## config.mk

```make
export PLATFORM = sky130hd
export DESIGN_NAME = dtmf_alarm_supervisor
export DESIGN_NICKNAME = d
export VERILOG_FILES = /design/src/pkg/das_pkg.sv /design/src/rtl/das_digit_pair.sv /design/src/rtl/das_alarm_qual.sv /design/src/rtl/dtmf_alarm_supervisor.sv
export VERILOG_INCLUDE_DIRS = /design/src /design/src/pkg
export SDC_FILE = /design/constraint.sdc
export NUM_CORES = 2
export LEC_CHECK = 0
export ABC_AREA = 1
export ABC_CLOCK_PERIOD_IN_PS = 6600
export BUFFER_PORTS_ARGS = -buffer_cell sky130_fd_sc_hd__buf_2
export CAP_MARGIN = 10
export CORE_ASPECT_RATIO = 1.25
export CORE_MARGIN = 3
export CORE_UTILIZATION = 60
export DETAILED_ROUTE_END_ITERATION = 16
export PLACE_DENSITY_LB_ADDON = 0.05
export SKIP_CTS_REPAIR_TIMING = 1
export SLEW_MARGIN = 10
export SYNTH_ARGS = -nofsm -noshare
export SYNTH_HDL_FRONTEND = slang
export SYNTH_SLANG_ARGS = --single-unit
```

## constraint.sdc

```tcl
create_clock -name mclk -period 6.6 [get_ports mclk]
set_clock_uncertainty 0.05 [all_clocks]
set_input_delay 0.99 -clock mclk [delete_from_list [all_inputs] [get_ports mclk]]
set_output_delay 0.99 -clock mclk [all_outputs]
set_load 0.01 [all_outputs]
```

## src/pkg/das_regs.svh

```systemverilog
/*
  Constants for the touch-tone command and alarm supervisor.
  Assumes a 20 MHz mclk; times are in milliseconds.
*/
`ifndef DAS_REGS_SVH
`define DAS_REGS_SVH

`define DAS_CLK_KHZ      20000
`define DAS_MS2CYC(ms)   ((ms) * `DAS_CLK_KHZ)
`define DAS_PWRUP_MS     5000
`define DAS_REFDLY_MS    2000
`define DAS_VALID_MS     1000
`define DAS_FIXDLY_MS    3000
`define DAS_FIX_TRIES    2'd3

`define DAS_KEY_STAR     4'ha
`define DAS_KEY_POUND    4'hb
`define DAS_DIGIT_MAX    4'h9

`define DAS_CODE_SCAN    7'h00
`define DAS_CODE_METER   7'h4d
`define DAS_CODE_STATUS  7'h58
`define DAS_CODE_CHMAX   7'h20

`endif

```

## src/pkg/das_pkg.sv

```systemverilog
/*
  Types for the touch-tone command and alarm supervisor.
  Assumes nothing beyond a SystemVerilog compiler.
*/
`default_nettype none
package das_pkg;
  typedef enum logic [1:0] {
    DAS_RPT_BOTH,
    DAS_RPT_METER,
    DAS_RPT_STATUS
  } das_rpt_t;

  typedef enum logic [1:0] {
    DAS_CMD_IDLE,
    DAS_CMD_ANN,
    DAS_CMD_SCAN,
    DAS_CMD_SCAN_WAIT
  } das_cmd_st_t;

  typedef enum logic {
    DAS_FIX_IDLE,
    DAS_FIX_WAIT
  } das_fix_st_t;
endpackage
`default_nettype wire

```

## src/rtl/das_digit_pair.sv

```systemverilog
/*
  Collects decoded tones into two-digit codes and key events.
  Assumes digit_valid is a one-cycle pulse on mclk.
*/
`timescale 1ns/1ps
`default_nettype none
`include "das_regs.svh"
module das_digit_pair (
  input  wire logic       mclk,
  input  wire logic       resetn,
  input  wire logic       digit_valid,
  input  wire logic [3:0] digit_code,
  output logic            code_valid,
  output logic [6:0]      code,
  output logic            raise_key,
  output logic            lower_key
);
  typedef struct packed {
    logic       have;
    logic [3:0] first;
    logic       cv;
    logic [6:0] code;
    logic       raise;
    logic       lower;
  } das_dp_t;

  das_dp_t s_q, s_d;

  always_comb begin
    s_d       = s_q;
    s_d.cv    = 1'b0;
    s_d.raise = 1'b0;
    s_d.lower = 1'b0;
    if (digit_valid) begin
      if (digit_code == `DAS_KEY_STAR) begin
        s_d.raise = 1'b1;
        s_d.have  = 1'b0;
      end else if (digit_code == `DAS_KEY_POUND) begin
        s_d.lower = 1'b1;
        s_d.have  = 1'b0;
      end else if (digit_code <= `DAS_DIGIT_MAX) begin
        if (s_q.have) begin
          s_d.cv   = 1'b1;
          s_d.code = 7'({3'h0, s_q.first} * 7'h0a + {3'h0, digit_code});
          s_d.have = 1'b0;
        end else begin
          s_d.first = digit_code;
          s_d.have  = 1'b1;
        end
      end
    end
  end

  always_ff @(posedge mclk) begin
    if (!resetn) begin
      s_q <= '0;
    end else begin
      s_q <= s_d;
    end
  end

  assign code_valid = s_q.cv;
  assign code       = s_q.code;
  assign raise_key  = s_q.raise;
  assign lower_key  = s_q.lower;
endmodule
`default_nettype wire

```

## src/rtl/das_alarm_qual.sv

```systemverilog
/*
  Per-channel synchroniser and alarm validation timer.
  Assumes oot_pin is asynchronous; hold comes from mclk logic.
*/
`timescale 1ns/1ps
`default_nettype none
module das_alarm_qual #(
  parameter int N       = 32,
  parameter int CW      = 32,
  parameter int VAL_CYC = 20000000
) (
  input  wire logic         mclk,
  input  wire logic         resetn,
  input  wire logic [N-1:0] oot_pin,
  input  wire logic         hold,
  output logic [N-1:0]      oot_lvl,
  output logic [N-1:0]      active,
  output logic [N-1:0]      rise
);
  typedef struct packed {
    logic [N-1:0]         s1;
    logic [N-1:0]         s2;
    logic [N-1:0]         act;
    logic [N-1:0]         rise;
    logic [N-1:0][CW-1:0] cnt;
  } das_aq_t;

  das_aq_t s_q, s_d;

  always_comb begin
    s_d    = s_q;
    s_d.s1 = oot_pin;
    s_d.s2 = s_q.s1;
    for (int i = 0; i < N; i++) begin
      // Reference window discards any partial qualification
      if (hold || !s_q.s2[i]) begin
        s_d.cnt[i] = '0;
        s_d.act[i] = 1'b0;
      end else if (s_q.cnt[i] >= CW'(VAL_CYC - 1)) begin
        s_d.act[i] = 1'b1;
      end else begin
        s_d.cnt[i] = s_q.cnt[i] + CW'(1);
      end
    end
    s_d.rise = s_d.act & ~s_q.act;
  end

  always_ff @(posedge mclk) begin
    if (!resetn) begin
      s_q <= '0;
    end else begin
      s_q <= s_d;
    end
  end

  assign oot_lvl = s_q.s2;
  assign active  = s_q.act;
  assign rise    = s_q.rise;
endmodule
`default_nettype wire

```

## src/rtl/dtmf_alarm_supervisor.sv

```systemverilog
/*
  Touch-tone command interpreter and alarm manager for a site
  controller. Assumes tone events, speech handshake, dialer status
  and channel configuration levels all come from mclk logic; only
  the out-of-tolerance inputs are asynchronous pins.
*/
`timescale 1ns/1ps
`default_nettype none
`include "das_regs.svh"
// Operation
// Code 00 announces every scan-listed channel, skipping the others.
// Codes 01..32 select that channel and announce meter and status.
// Any tone while speaking stops speech at once.
// Star pulses raise relay, pound pulses lower relay, current channel.
// Code 77 announces only the current meter; needs a selection.
// Code 88 announces only the current status; needs a selection.
// Action plus critical together: dial, stack action, no correction.
// Simultaneous action alarms corrected lowest channel first.
// No correction while any reported alarm is active.
// Every new alarm is pushed onto the new-alarm stack; the code never stacks an alarm that correction clears.
// Each recurrence after recovery is a separate alarm event.
// Critical alarm after previous dial-out ends dials again.
// Critical alarms during a dial-out are stacked, not dialled.
// Up to three corrections, then stack and stop until recovery.
// Warning without corrective action is stacked immediately.
// Relay operation starts fresh reference and ignores alarms.
// Reference delay after relay or hangup before alarm checks.
// Alarm active only after validation time out of tolerance.
// Fix delay after each correction before rechecking.
// Digits pair into codes; readback without selection ignored.
module dtmf_alarm_supervisor #(
  parameter int N         = 32,
  parameter int CW        = 32,
  parameter int PWRUP_CYC = `DAS_MS2CYC(`DAS_PWRUP_MS),
  parameter int REF_CYC   = `DAS_MS2CYC(`DAS_REFDLY_MS),
  parameter int VAL_CYC   = `DAS_MS2CYC(`DAS_VALID_MS),
  parameter int FIX_CYC   = `DAS_MS2CYC(`DAS_FIXDLY_MS)
) (
  input  wire logic         mclk,
  input  wire logic         resetn,
  input  wire logic         digit_valid,
  input  wire logic [3:0]   digit_code,
  input  wire logic         speaking,
  input  wire logic         announce_done,
  input  wire logic         hangup,
  input  wire logic         dial_busy,
  input  wire logic [N-1:0] oot_pin,
  input  wire logic [N-1:0] scan_en,
  input  wire logic [N-1:0] report_en,
  input  wire logic [N-1:0] action_en,
  input  wire logic [N-1:0] critical_en,
  output logic              speak_stop,
  output logic              announce_valid,
  output logic [4:0]        announce_chan,
  output das_pkg::das_rpt_t announce_kind,
  output logic              relay_raise,
  output logic              relay_lower,
  output logic [4:0]        relay_chan,
  output logic              fix_start,
  output logic [4:0]        fix_chan,
  output logic              dial_start,
  output logic [4:0]        dial_chan,
  output logic              stack_push,
  output logic [4:0]        stack_chan,
  output logic              stack_crit,
  output logic              ref_busy
);
  typedef struct packed {
    das_pkg::das_cmd_st_t cmd;
    logic                 sel;
    logic [4:0]           cur;
    logic [4:0]           idx;
    logic                 stop;
    logic                 ann_v;
    logic [4:0]           ann_ch;
    das_pkg::das_rpt_t    ann_kind;
    logic                 r_up;
    logic                 r_dn;
    logic [4:0]           r_ch;
    logic [CW-1:0]        ref_cnt;
    logic                 ref_busy;
    logic [N-1:0]         push_pend;
    logic                 push;
    logic [4:0]           push_ch;
    logic                 push_crit;
    logic [N-1:0]         fix_pend;
    logic [N-1:0]         give_up;
    das_pkg::das_fix_st_t fix_st;
    logic [4:0]           fix_ch;
    logic [1:0]           tries;
    logic [CW-1:0]        fix_cnt;
    logic                 fix_go;
    logic                 dial_v;
    logic [4:0]           dial_ch;
  } das_top_t;

  das_top_t     s_q, s_d;
  logic         code_valid;
  logic [6:0]   code;
  logic         raise_key;
  logic         lower_key;
  logic [N-1:0] oot_lvl;
  logic [N-1:0] active;
  logic [N-1:0] rise;
  logic [N-1:0] new_crit;
  logic [N-1:0] new_fix;
  logic         act_rep;

  // Channel numbers are five bits wide, so N must not exceed 32
  function automatic logic [4:0] das_lsb(input logic [N-1:0] v);
    logic [4:0] r;
    r = 5'h00;
    for (int i = N - 1; i >= 0; i--) begin
      if (v[i]) begin
        r = 5'(i);
      end
    end
    return r;
  endfunction

  das_digit_pair u_pair (
    .mclk        (mclk),
    .resetn      (resetn),
    .digit_valid (digit_valid),
    .digit_code  (digit_code),
    .code_valid  (code_valid),
    .code        (code),
    .raise_key   (raise_key),
    .lower_key   (lower_key)
  );

  // validation timer per channel
  das_alarm_qual #(
    .N       (N),
    .CW      (CW),
    .VAL_CYC (VAL_CYC)
  ) u_qual (
    .mclk    (mclk),
    .resetn  (resetn),
    .oot_pin (oot_pin),
    .hold    (s_q.ref_busy),
    .oot_lvl (oot_lvl),
    .active  (active),
    .rise    (rise)
  );

  assign act_rep  = |(active & report_en);
  assign new_crit = rise & critical_en;
  // simultaneous critical suppresses correction
  assign new_fix  = (|new_crit) ? '0
                  : (rise & action_en & ~critical_en & ~s_q.give_up);

  always_comb begin
    s_d        = s_q;
    s_d.stop   = 1'b0;
    s_d.ann_v  = 1'b0;
    s_d.r_up   = 1'b0;
    s_d.r_dn   = 1'b0;
    s_d.push   = 1'b0;
    s_d.fix_go = 1'b0;
    s_d.dial_v = 1'b0;

    // any tone silences speech and aborts announcing
    if (digit_valid) begin
      s_d.stop = speaking;
      s_d.cmd  = das_pkg::DAS_CMD_IDLE;
    end else begin
      case (s_q.cmd)
        das_pkg::DAS_CMD_ANN: begin
          if (announce_done) begin
            s_d.cmd = das_pkg::DAS_CMD_IDLE;
          end
        end
        // walk scan list, skipping unlisted channels
        das_pkg::DAS_CMD_SCAN: begin
          if (scan_en[s_q.idx]) begin
            s_d.ann_v    = 1'b1;
            s_d.ann_ch   = s_q.idx;
            s_d.ann_kind = das_pkg::DAS_RPT_BOTH;
            s_d.cmd      = das_pkg::DAS_CMD_SCAN_WAIT;
          end else if (s_q.idx == 5'(N - 1)) begin
            s_d.cmd = das_pkg::DAS_CMD_IDLE;
          end else begin
            s_d.idx = s_q.idx + 5'h01;
          end
        end
        das_pkg::DAS_CMD_SCAN_WAIT: begin
          if (announce_done) begin
            if (s_q.idx == 5'(N - 1)) begin
              s_d.cmd = das_pkg::DAS_CMD_IDLE;
            end else begin
              s_d.idx = s_q.idx + 5'h01;
              s_d.cmd = das_pkg::DAS_CMD_SCAN;
            end
          end
        end
        default: begin
        end
      endcase
    end

    // paired codes; readback needs a selection
    if (code_valid) begin
      if (code == `DAS_CODE_SCAN) begin
        s_d.idx = 5'h00;
        s_d.cmd = das_pkg::DAS_CMD_SCAN;
      end else if (code <= `DAS_CODE_CHMAX) begin
        // select and report both readings
        s_d.sel      = 1'b1;
        s_d.cur      = 5'(code - 7'h01);
        s_d.ann_v    = 1'b1;
        s_d.ann_ch   = 5'(code - 7'h01);
        s_d.ann_kind = das_pkg::DAS_RPT_BOTH;
        s_d.cmd      = das_pkg::DAS_CMD_ANN;
      end else if (s_q.sel && (code == `DAS_CODE_METER
                               || code == `DAS_CODE_STATUS)) begin
        // meter only; status only
        s_d.ann_v    = 1'b1;
        s_d.ann_ch   = s_q.cur;
        s_d.ann_kind = (code == `DAS_CODE_METER) ? das_pkg::DAS_RPT_METER
                                                  : das_pkg::DAS_RPT_STATUS;
        s_d.cmd      = das_pkg::DAS_CMD_ANN;
      end
    end

    // relays act on the current channel only
    if (s_q.sel) begin
      s_d.r_up = raise_key;
      s_d.r_dn = lower_key;
      s_d.r_ch = s_q.cur;
    end

    // one dial-out at a time, later criticals only stacked
    if (|new_crit && !dial_busy && !s_q.dial_v) begin
      // a finished dial-out lets a repeat dial again
      s_d.dial_v  = 1'b1;
      s_d.dial_ch = das_lsb(new_crit);
    end

    // Correction sequencer, one channel at a time
    case (s_q.fix_st)
      das_pkg::DAS_FIX_IDLE: begin
        if (|s_q.fix_pend) begin
          s_d.fix_ch = das_lsb(s_q.fix_pend);
          if (!oot_lvl[s_d.fix_ch]) begin
            // lowest pending channel dropped once it has cleared
            s_d.fix_pend[s_d.fix_ch] = 1'b0;
            s_d.tries                = 2'd0;
          // withheld while a reported alarm is active
          end else if (!report_en[s_d.fix_ch] && !act_rep) begin
            s_d.fix_go  = 1'b1;
            s_d.fix_cnt = CW'(FIX_CYC);
            s_d.fix_st  = das_pkg::DAS_FIX_WAIT;
          end
        end
      end
      das_pkg::DAS_FIX_WAIT: begin
        // recheck only after the fix delay
        if (s_q.fix_cnt > CW'(1)) begin
          s_d.fix_cnt = s_q.fix_cnt - CW'(1);
        end else begin
          s_d.fix_st = das_pkg::DAS_FIX_IDLE;
          if (!oot_lvl[s_q.fix_ch]) begin
            s_d.fix_pend[s_q.fix_ch] = 1'b0;
            s_d.tries                = 2'd0;
          end else if (s_q.tries + 2'd1 == `DAS_FIX_TRIES) begin
            // give up and stack after the last try
            s_d.fix_pend[s_q.fix_ch]  = 1'b0;
            s_d.give_up[s_q.fix_ch]   = 1'b1;
            s_d.push_pend[s_q.fix_ch] = 1'b1;
            s_d.tries                 = 2'd0;
          end else begin
            s_d.tries = s_q.tries + 2'd1;
          end
        end
      end
      default: begin
        s_d.fix_st = das_pkg::DAS_FIX_IDLE;
      end
    endcase

    // Recovery re-arms correction for the next failure
    s_d.give_up = s_d.give_up & oot_lvl;

    // One stack entry per cycle, lowest channel first
    if (|s_q.push_pend) begin
      s_d.push      = 1'b1;
      s_d.push_ch   = das_lsb(s_q.push_pend);
      s_d.push_crit = critical_en[s_d.push_ch];
      s_d.push_pend[s_d.push_ch] = 1'b0;
    end
    // new alarms stacked unless queued for correction; no-action ones at once
    // each rise is a fresh event; set wins over clear
    s_d.push_pend = s_d.push_pend | (rise & ~new_fix);
    s_d.fix_pend  = s_d.fix_pend | new_fix;

    // relay or fix restarts reference; so does hangup
    if (s_d.r_up || s_d.r_dn || s_d.fix_go || hangup) begin
      s_d.ref_cnt = CW'(REF_CYC);
    end else if (s_q.ref_cnt != '0) begin
      s_d.ref_cnt = s_q.ref_cnt - CW'(1);
    end
    s_d.ref_busy = (s_d.ref_cnt != '0);
  end

  always_ff @(posedge mclk) begin
    if (!resetn) begin
      s_q          <= '0;
      s_q.ref_cnt  <= CW'(PWRUP_CYC);
      s_q.ref_busy <= 1'b1;
    end else begin
      s_q <= s_d;
    end
  end

  assign speak_stop     = s_q.stop;
  assign announce_valid = s_q.ann_v;
  assign announce_chan  = s_q.ann_ch;
  assign announce_kind  = s_q.ann_kind;
  assign relay_raise    = s_q.r_up;
  assign relay_lower    = s_q.r_dn;
  assign relay_chan     = s_q.r_ch;
  assign fix_start      = s_q.fix_go;
  assign fix_chan       = s_q.fix_ch;
  assign dial_start     = s_q.dial_v;
  assign dial_chan      = s_q.dial_ch;
  assign stack_push     = s_q.push;
  assign stack_chan     = s_q.push_ch;
  assign stack_crit     = s_q.push_crit;
  assign ref_busy       = s_q.ref_busy;
endmodule
`default_nettype wire

```

Word-level counts from Yosys, hierarchy flattened. Cells that the tools add are included. W data, S select, Z words.

Add/sub/neg operators: 38. $mul: 1. Magnitude comparators: 42. Equality and inequality tests: 15. Multiplexer cells: 245. Bitwise gates (word level): 30. Reductions and logical operators: 129.

Operators by type and width (number): $add A32 B1 Y32 const B (32); $ge A32 B25 Y1 const B (32); $mux W5 (104); $mux W32 (13); $and A32 B32 Y32 (11); $not A32 Y32 (7); $or A32 B32 Y32 (4); $reduce_or A32 Y1 (4); $mux W1 (80); $pmux W34 S2 (1); $mux W33 (2); $mux W65 (1); $mux W64 (1); $mux W8 (8); $pmux W32 S2 (1); $reduce_bool A32 Y1 (2); $reduce_or A2 Y1 (32); $sub A32 B1 Y32 const B (2); $mux W41 (1); $mux W39 (1); $logic_not A1 Y1 (36); $logic_or A1 B1 Y1 (36); $gt A32 B1 Y1 const B (1); $mux W2 (14); 35 further kinds (74).

Register bits after elaboration: 1379. Bits of input ports: 171.

Depth between registers and ports, before layout.
Word-level depth: 46. Mapped depth: 47. Depth with buffers taken out: 44.

Hierarchy. A second synthesis with hierarchy kept.

Cells, all modules: 12798. Area, all modules: 80709.9 um^2.

Modules (own cells, without submodules): das_alarm_qual (instances 1, cells each 10536, area each 66268.6 um^2, sequential area each 23062.1 um^2); dtmf_alarm_supervisor (instances 1, cells each 2148, area each 13561.8 um^2, sequential area each 4244.1 um^2); das_digit_pair (instances 1, cells each 114, area each 879.6 um^2, sequential area each 300.3 um^2).

Least setup slack after synthesis. OpenSTA, ideal clock, no wires.

Kind: register -> register. Start point: reg s_q[151] in the netlist's numbering. End point: reg ref_busy (netlist name). Setup time: 0.115 ns. Arrival: 3.079 ns. Required time: 6.435 ns. Setup slack: 3.356 ns. Stages on the path, launching flop included: 25. Clock period less this slack: 3.244 ns. Cells stage by stage: dfxtp_1 > inv_1 > ha_1 > nand2_1 > nor2_1 > nand4_1 > inv_1 > nor2_1 > nand2_1 > inv_1 > nand2_1 > nor2_1 > inv_1 > nor4_1 > inv_1 > nor4_1 > nand3_1 > xor2_1 > nand4_1 > nor3_1 > nand3_1 > nor2_1 > nand4_1 > nor2_1 > nand2_1.

Longest elaborated chain between the ends: 4. Elaborated cells on any way between the ends: 5.

Ends and longest elaborated chain: start, declared (line dtmf_alarm_supervisor.sv:97) `das_top_t s_q, s_d;`; $sub A32 B1 Y32 or $reduce_bool A32 Y1 (tied branches) (line dtmf_alarm_supervisor.sv:301, dtmf_alarm_supervisor.sv:300); $mux W32 (*) (line dtmf_alarm_supervisor.sv:300) `end else if (s_q.ref_cnt != '0) begin`; $mux W32 (*) (line dtmf_alarm_supervisor.sv:298) `if (s_d.r_up || s_d.r_dn || s_d.fix_go || hangup) begin`; $reduce_bool A32 Y1 (*) (line dtmf_alarm_supervisor.sv:303) `s_d.ref_busy = (s_d.ref_cnt != '0);`.

Mark *: on every way between the ends. The rest lies on a longest branch, timed or not. A chain may end at the register's enable or synchronous reset.

Worst setup path after layout.
Start point: reg s_q[110] in the netlist's numbering. End point: reg s_q[165] in the netlist's numbering.

Longest elaborated chain between the ends: 45. Elaborated cells on any way between the ends: 48.

Ends and longest elaborated chain: $mux W5 (32 in series) (line dtmf_alarm_supervisor.sv:114) `if (v[i]) begin`; $mux W5 (line dtmf_alarm_supervisor.sv:243) `if (|s_q.fix_pend) begin`; $mux W5 (line dtmf_alarm_supervisor.sv:241) `case (s_q.fix_st)`; $bmux W1 S5 (line dtmf_alarm_supervisor.sv:250) `end else if (!report_en[s_d.fix_ch] && !act_rep) begin`; $mux W1 (not written as such) (line dtmf_alarm_supervisor.sv:250); $logic_not A1 Y1 (line dtmf_alarm_supervisor.sv:250); $logic_and A1 B1 Y1 (line dtmf_alarm_supervisor.sv:250); $mux W33 (line dtmf_alarm_supervisor.sv:250); $mux W33 (line dtmf_alarm_supervisor.sv:245) `if (!oot_lvl[s_d.fix_ch]) begin`; $mux W41 (*) (line dtmf_alarm_supervisor.sv:243); $mux W1 (*) (line dtmf_alarm_supervisor.sv:241); $logic_or A1 B1 Y1 (*) (2 in series) (line dtmf_alarm_supervisor.sv:298); $mux W32 (*) (line dtmf_alarm_supervisor.sv:298).

Mark *: on every way between the ends. The rest lies on a longest branch, timed or not. The select of a mux whose other input is x is not followed.

==> metrics.yaml <==
min_delay_path_depth: 2
finalCoreUtilization_pct: 67.3
slew_viol_final: 0
yosys.area_share.adder_pct: 0.961
drtIter0Drc: 3705
final-setup-viol-count: 0
fin_crit_sh_pct: 73.9
sw_frac_of_total_pct: 21.0
synth_seq_cells: 1379
total_power_mw: 17.1
die_y_um: 368
vias: 57692
synth_ff_type: "dfxtp_1"
power_density_mw_per_mm2: 245
tns_ns: 0
yosys_warnings: 0
cp-startpoint: "s_q[110]"
synth_compound_area_share_pct: 13.5
syn_nets: 9149
tightestPinTransition_ns: 1.16
fin_crit_ns: 4.88
synth_top_family_by_area: "simple AND/OR/NAND/NOR gates"
ys_top_cells_by_area: "dfxtp_1 44%, inv_1 9.2%, nand2_1 8.9%, nor2_1 7.2%, a21oi_1 5.9%"
leakage_nw: 26.6
vias_per_cell: 5.44
io_pins: 207
clock_latency_ns: 0.77
use_met2_pct: 49.1
rsz0062_at_grt: "false"
p_comb_share_pct: 1.9
critPathLaunchType: "register"
path_common_cell: "nand2_1"
drt_pre_antenna_iters: 6
route.detailed.drc: 0
final_nets: 9337
drt-total-wl_um: 161000
peakVddDrop_v: 0.000278
synthArstFlopShare_pct: 0
clockRootBuffer: "clkbuf_16"
clk_path_buf_depth: 3
dieArea_mm2: 0.108
antenna_found_initial: 26
hold_viol: 0
yosys.area_share.simple_pct: 29.1
maxSlewHeadroom_pct: 22.4
yosys.area.top_type: "dfxtp_1"
ys_seq_area_share_pct: 44.0
grt_pass1_vias: 53984
htreeDepth: 4
required_ns: 7.21
switchingPower_mw: 3.59
max_freq_mhz: 205
synth.top_cell.area_share_pct: 44.0
clk_pin_slew_ns: 0.06
setup.worst_path.class: "reg2reg"
seqPwrFrac_pct: 49.2
num_rows: 132
ys_types: 65
met3_usage_pct: 5.96
worstPathMaxFanout: 35
cts_tree: "yes"
gp_congestion: 0.984
dp_hpwl_um: 119000
hold_start: "u_qual.s_d[1110]"
syn_area_mm2: 0.0627
grt_first_pass_wirelength_um: 259000
critical_path.slowest_cell: "nor2_4"
syn_inst: 8931
die_x_um: 295
pwr-share-clk_pct: 49.0
syn_area_per_cell_um2: 7.02
synthMuxAreaShare_pct: 0
r2r-start: "s_q[110]"
gr-usage-all-layers_pct: 29.0
drive_above_1_share_pct: 7.51
post_drt_wl_per_cell_um: 15.2
cts_sinks: 1379
num-fill-cells: 9274
synthXorXnorAreaFrac_pct: 1.63
synth_edf_count: 0
area_delta_synth_final_pct: 11.2
hold_class: "reg2reg"
cts_buffers: 141
port_buffers: 206
grt_max_degree: 78
max_stage_delay_ns: 0.46
whs_ns: 0.355
start_util_pct: 60.5
arrival_ns: 5.49
maxCapViolations: 0
ant_nets: 0
status: "finished, final reports clean"
grtUsageMet1_pct: 35.0
core-area_mm2: 0.104
end_kind: "register"
grt-ovfl-total: 0
rr_worst_depth: 29
p_int_mw: 13.5
gr-max-usage-layer: "met2"
[per-layer routing]
metal,up-vias,share of wire [%]
met5,-,0.047
met4,10,4.7
met3,441,6.8
met2,1490,47
met1,26413,42
li1,29338,-
[power groups by stage]
stage | Sequential, mW | Clock [mW] | Combinational [mW]
CTS | 8.39 | 8.51 | 0.311
floorplan | 8.56 | 0 | 0.171
finish | 8.39 | 8.36 | 0.317
detailed placement | 8.58 | 0 | 0.309
global route | 8.39 | 8.87 | 0.345
global placement | 8.58 | 0 | 0.306
[cells by family after synthesis]
kind of cell             after synthesis
buffers and inverters               1755
AND/OR/NAND/NOR                     4117
XOR/XNOR                             117
AO/OA/AOI/OAI                       1516
adder cells (fa/ha/maj)               47
flip-flops                          1379
[through the flow]
stage / setup WS (ns) / cell area (um^2) / instances
after global routing: 1.15 / 69700 / 10585
final: 1.72 / 69800 / 10598
after detailed placement: 1.77 / 64800 / 10316
after CTS: 1.76 / 69700 / 10569
after floorplan: 3.36 / 62700 / 8931
after global placement: 1.84 / 64800 / 10316
[final timing paths]
check,to,slack (ns)
worst max-delay path,s_q[165],1.72
worst min-delay path,u_qual.oot_lvl[22],0.36
worst max register to register,s_q[165],1.72
worst min register to register,u_qual.oot_lvl[22],0.36
[state kept, by name, summed over array words and instances (netlist names), 2 cells and up]
signal and cells:
stack_chan 5, u_pair.code 7, s_q 176, u_qual.s_d 32, u_qual.active 32, announce_kind 2, dial_chan 5, fix_chan 5
u_qual.s_q 1024, u_qual.rise 32, u_qual.oot_lvl 32, announce_chan 5, relay_chan 5, u_pair.s_q 5
[worst max-delay path: cells and delay by family (launching register included)]
family	cells	cell delay [ns]
AOI/OAI and AO/OA	1	0.27
DFF	1	0.34
and+or+nand+nor	25	3.20
buffers and inverters	3	0.85
[layout make-up]
cell class	instances	area (um^2)	area share (%)
Tap cell	1340	1680	2.40
Multi-Input combinational cell	5797	28400	40.7
Sequential cell	1379	27600	39.6
Inverter	1555	5840	8.37
Clock buffer	205	4220	6.05
Timing Repair Buffer	245	1330	1.90
Antenna cell	29	72.6	0.104
Clock inverter	48	657	0.941
[cells in the final DEF (no fill, tap or decap), types with 25 or more instances in the layout]
master / n
clkbuf_8: 28
a211oi_1: 58
nand3_1: 383
clkbuf_1: 28
o21a_1: 62
clkbuf_16: 149
nand4_1: 256
or2_2: 176
o22ai_1: 39
ha_1: 45
buf_4: 40
diode_2: 29
nand2_1: 1487
buf_2: 205
nor4_1: 115
nor3b_1: 62
inv_1: 1532
a21oi_1: 742
o21ai_0: 444
nor2_1: 1209
a31oi_1: 25
nor3_1: 363
dfxtp_1: 1378
xor2_1: 93
a2111oi_0: 34
[cell usage after synthesis (39+ instances only)]
cell      count
dfxtp_1    1379
nor2_1     1209
nor3_1      363
o22ai_1      39
o21a_1       62
inv_1      1533
xor2_1       93
nand4_1     256
nand3_1     383
ha_1         45
o21ai_0     444
nor3b_1      62
clkbuf_1    151
or2_2       176
nand2_1    1487
a211oi_1     58
a21oi_1     742
nor4_1      115
No activity file was read; power rests on OpenSTA's default activity.
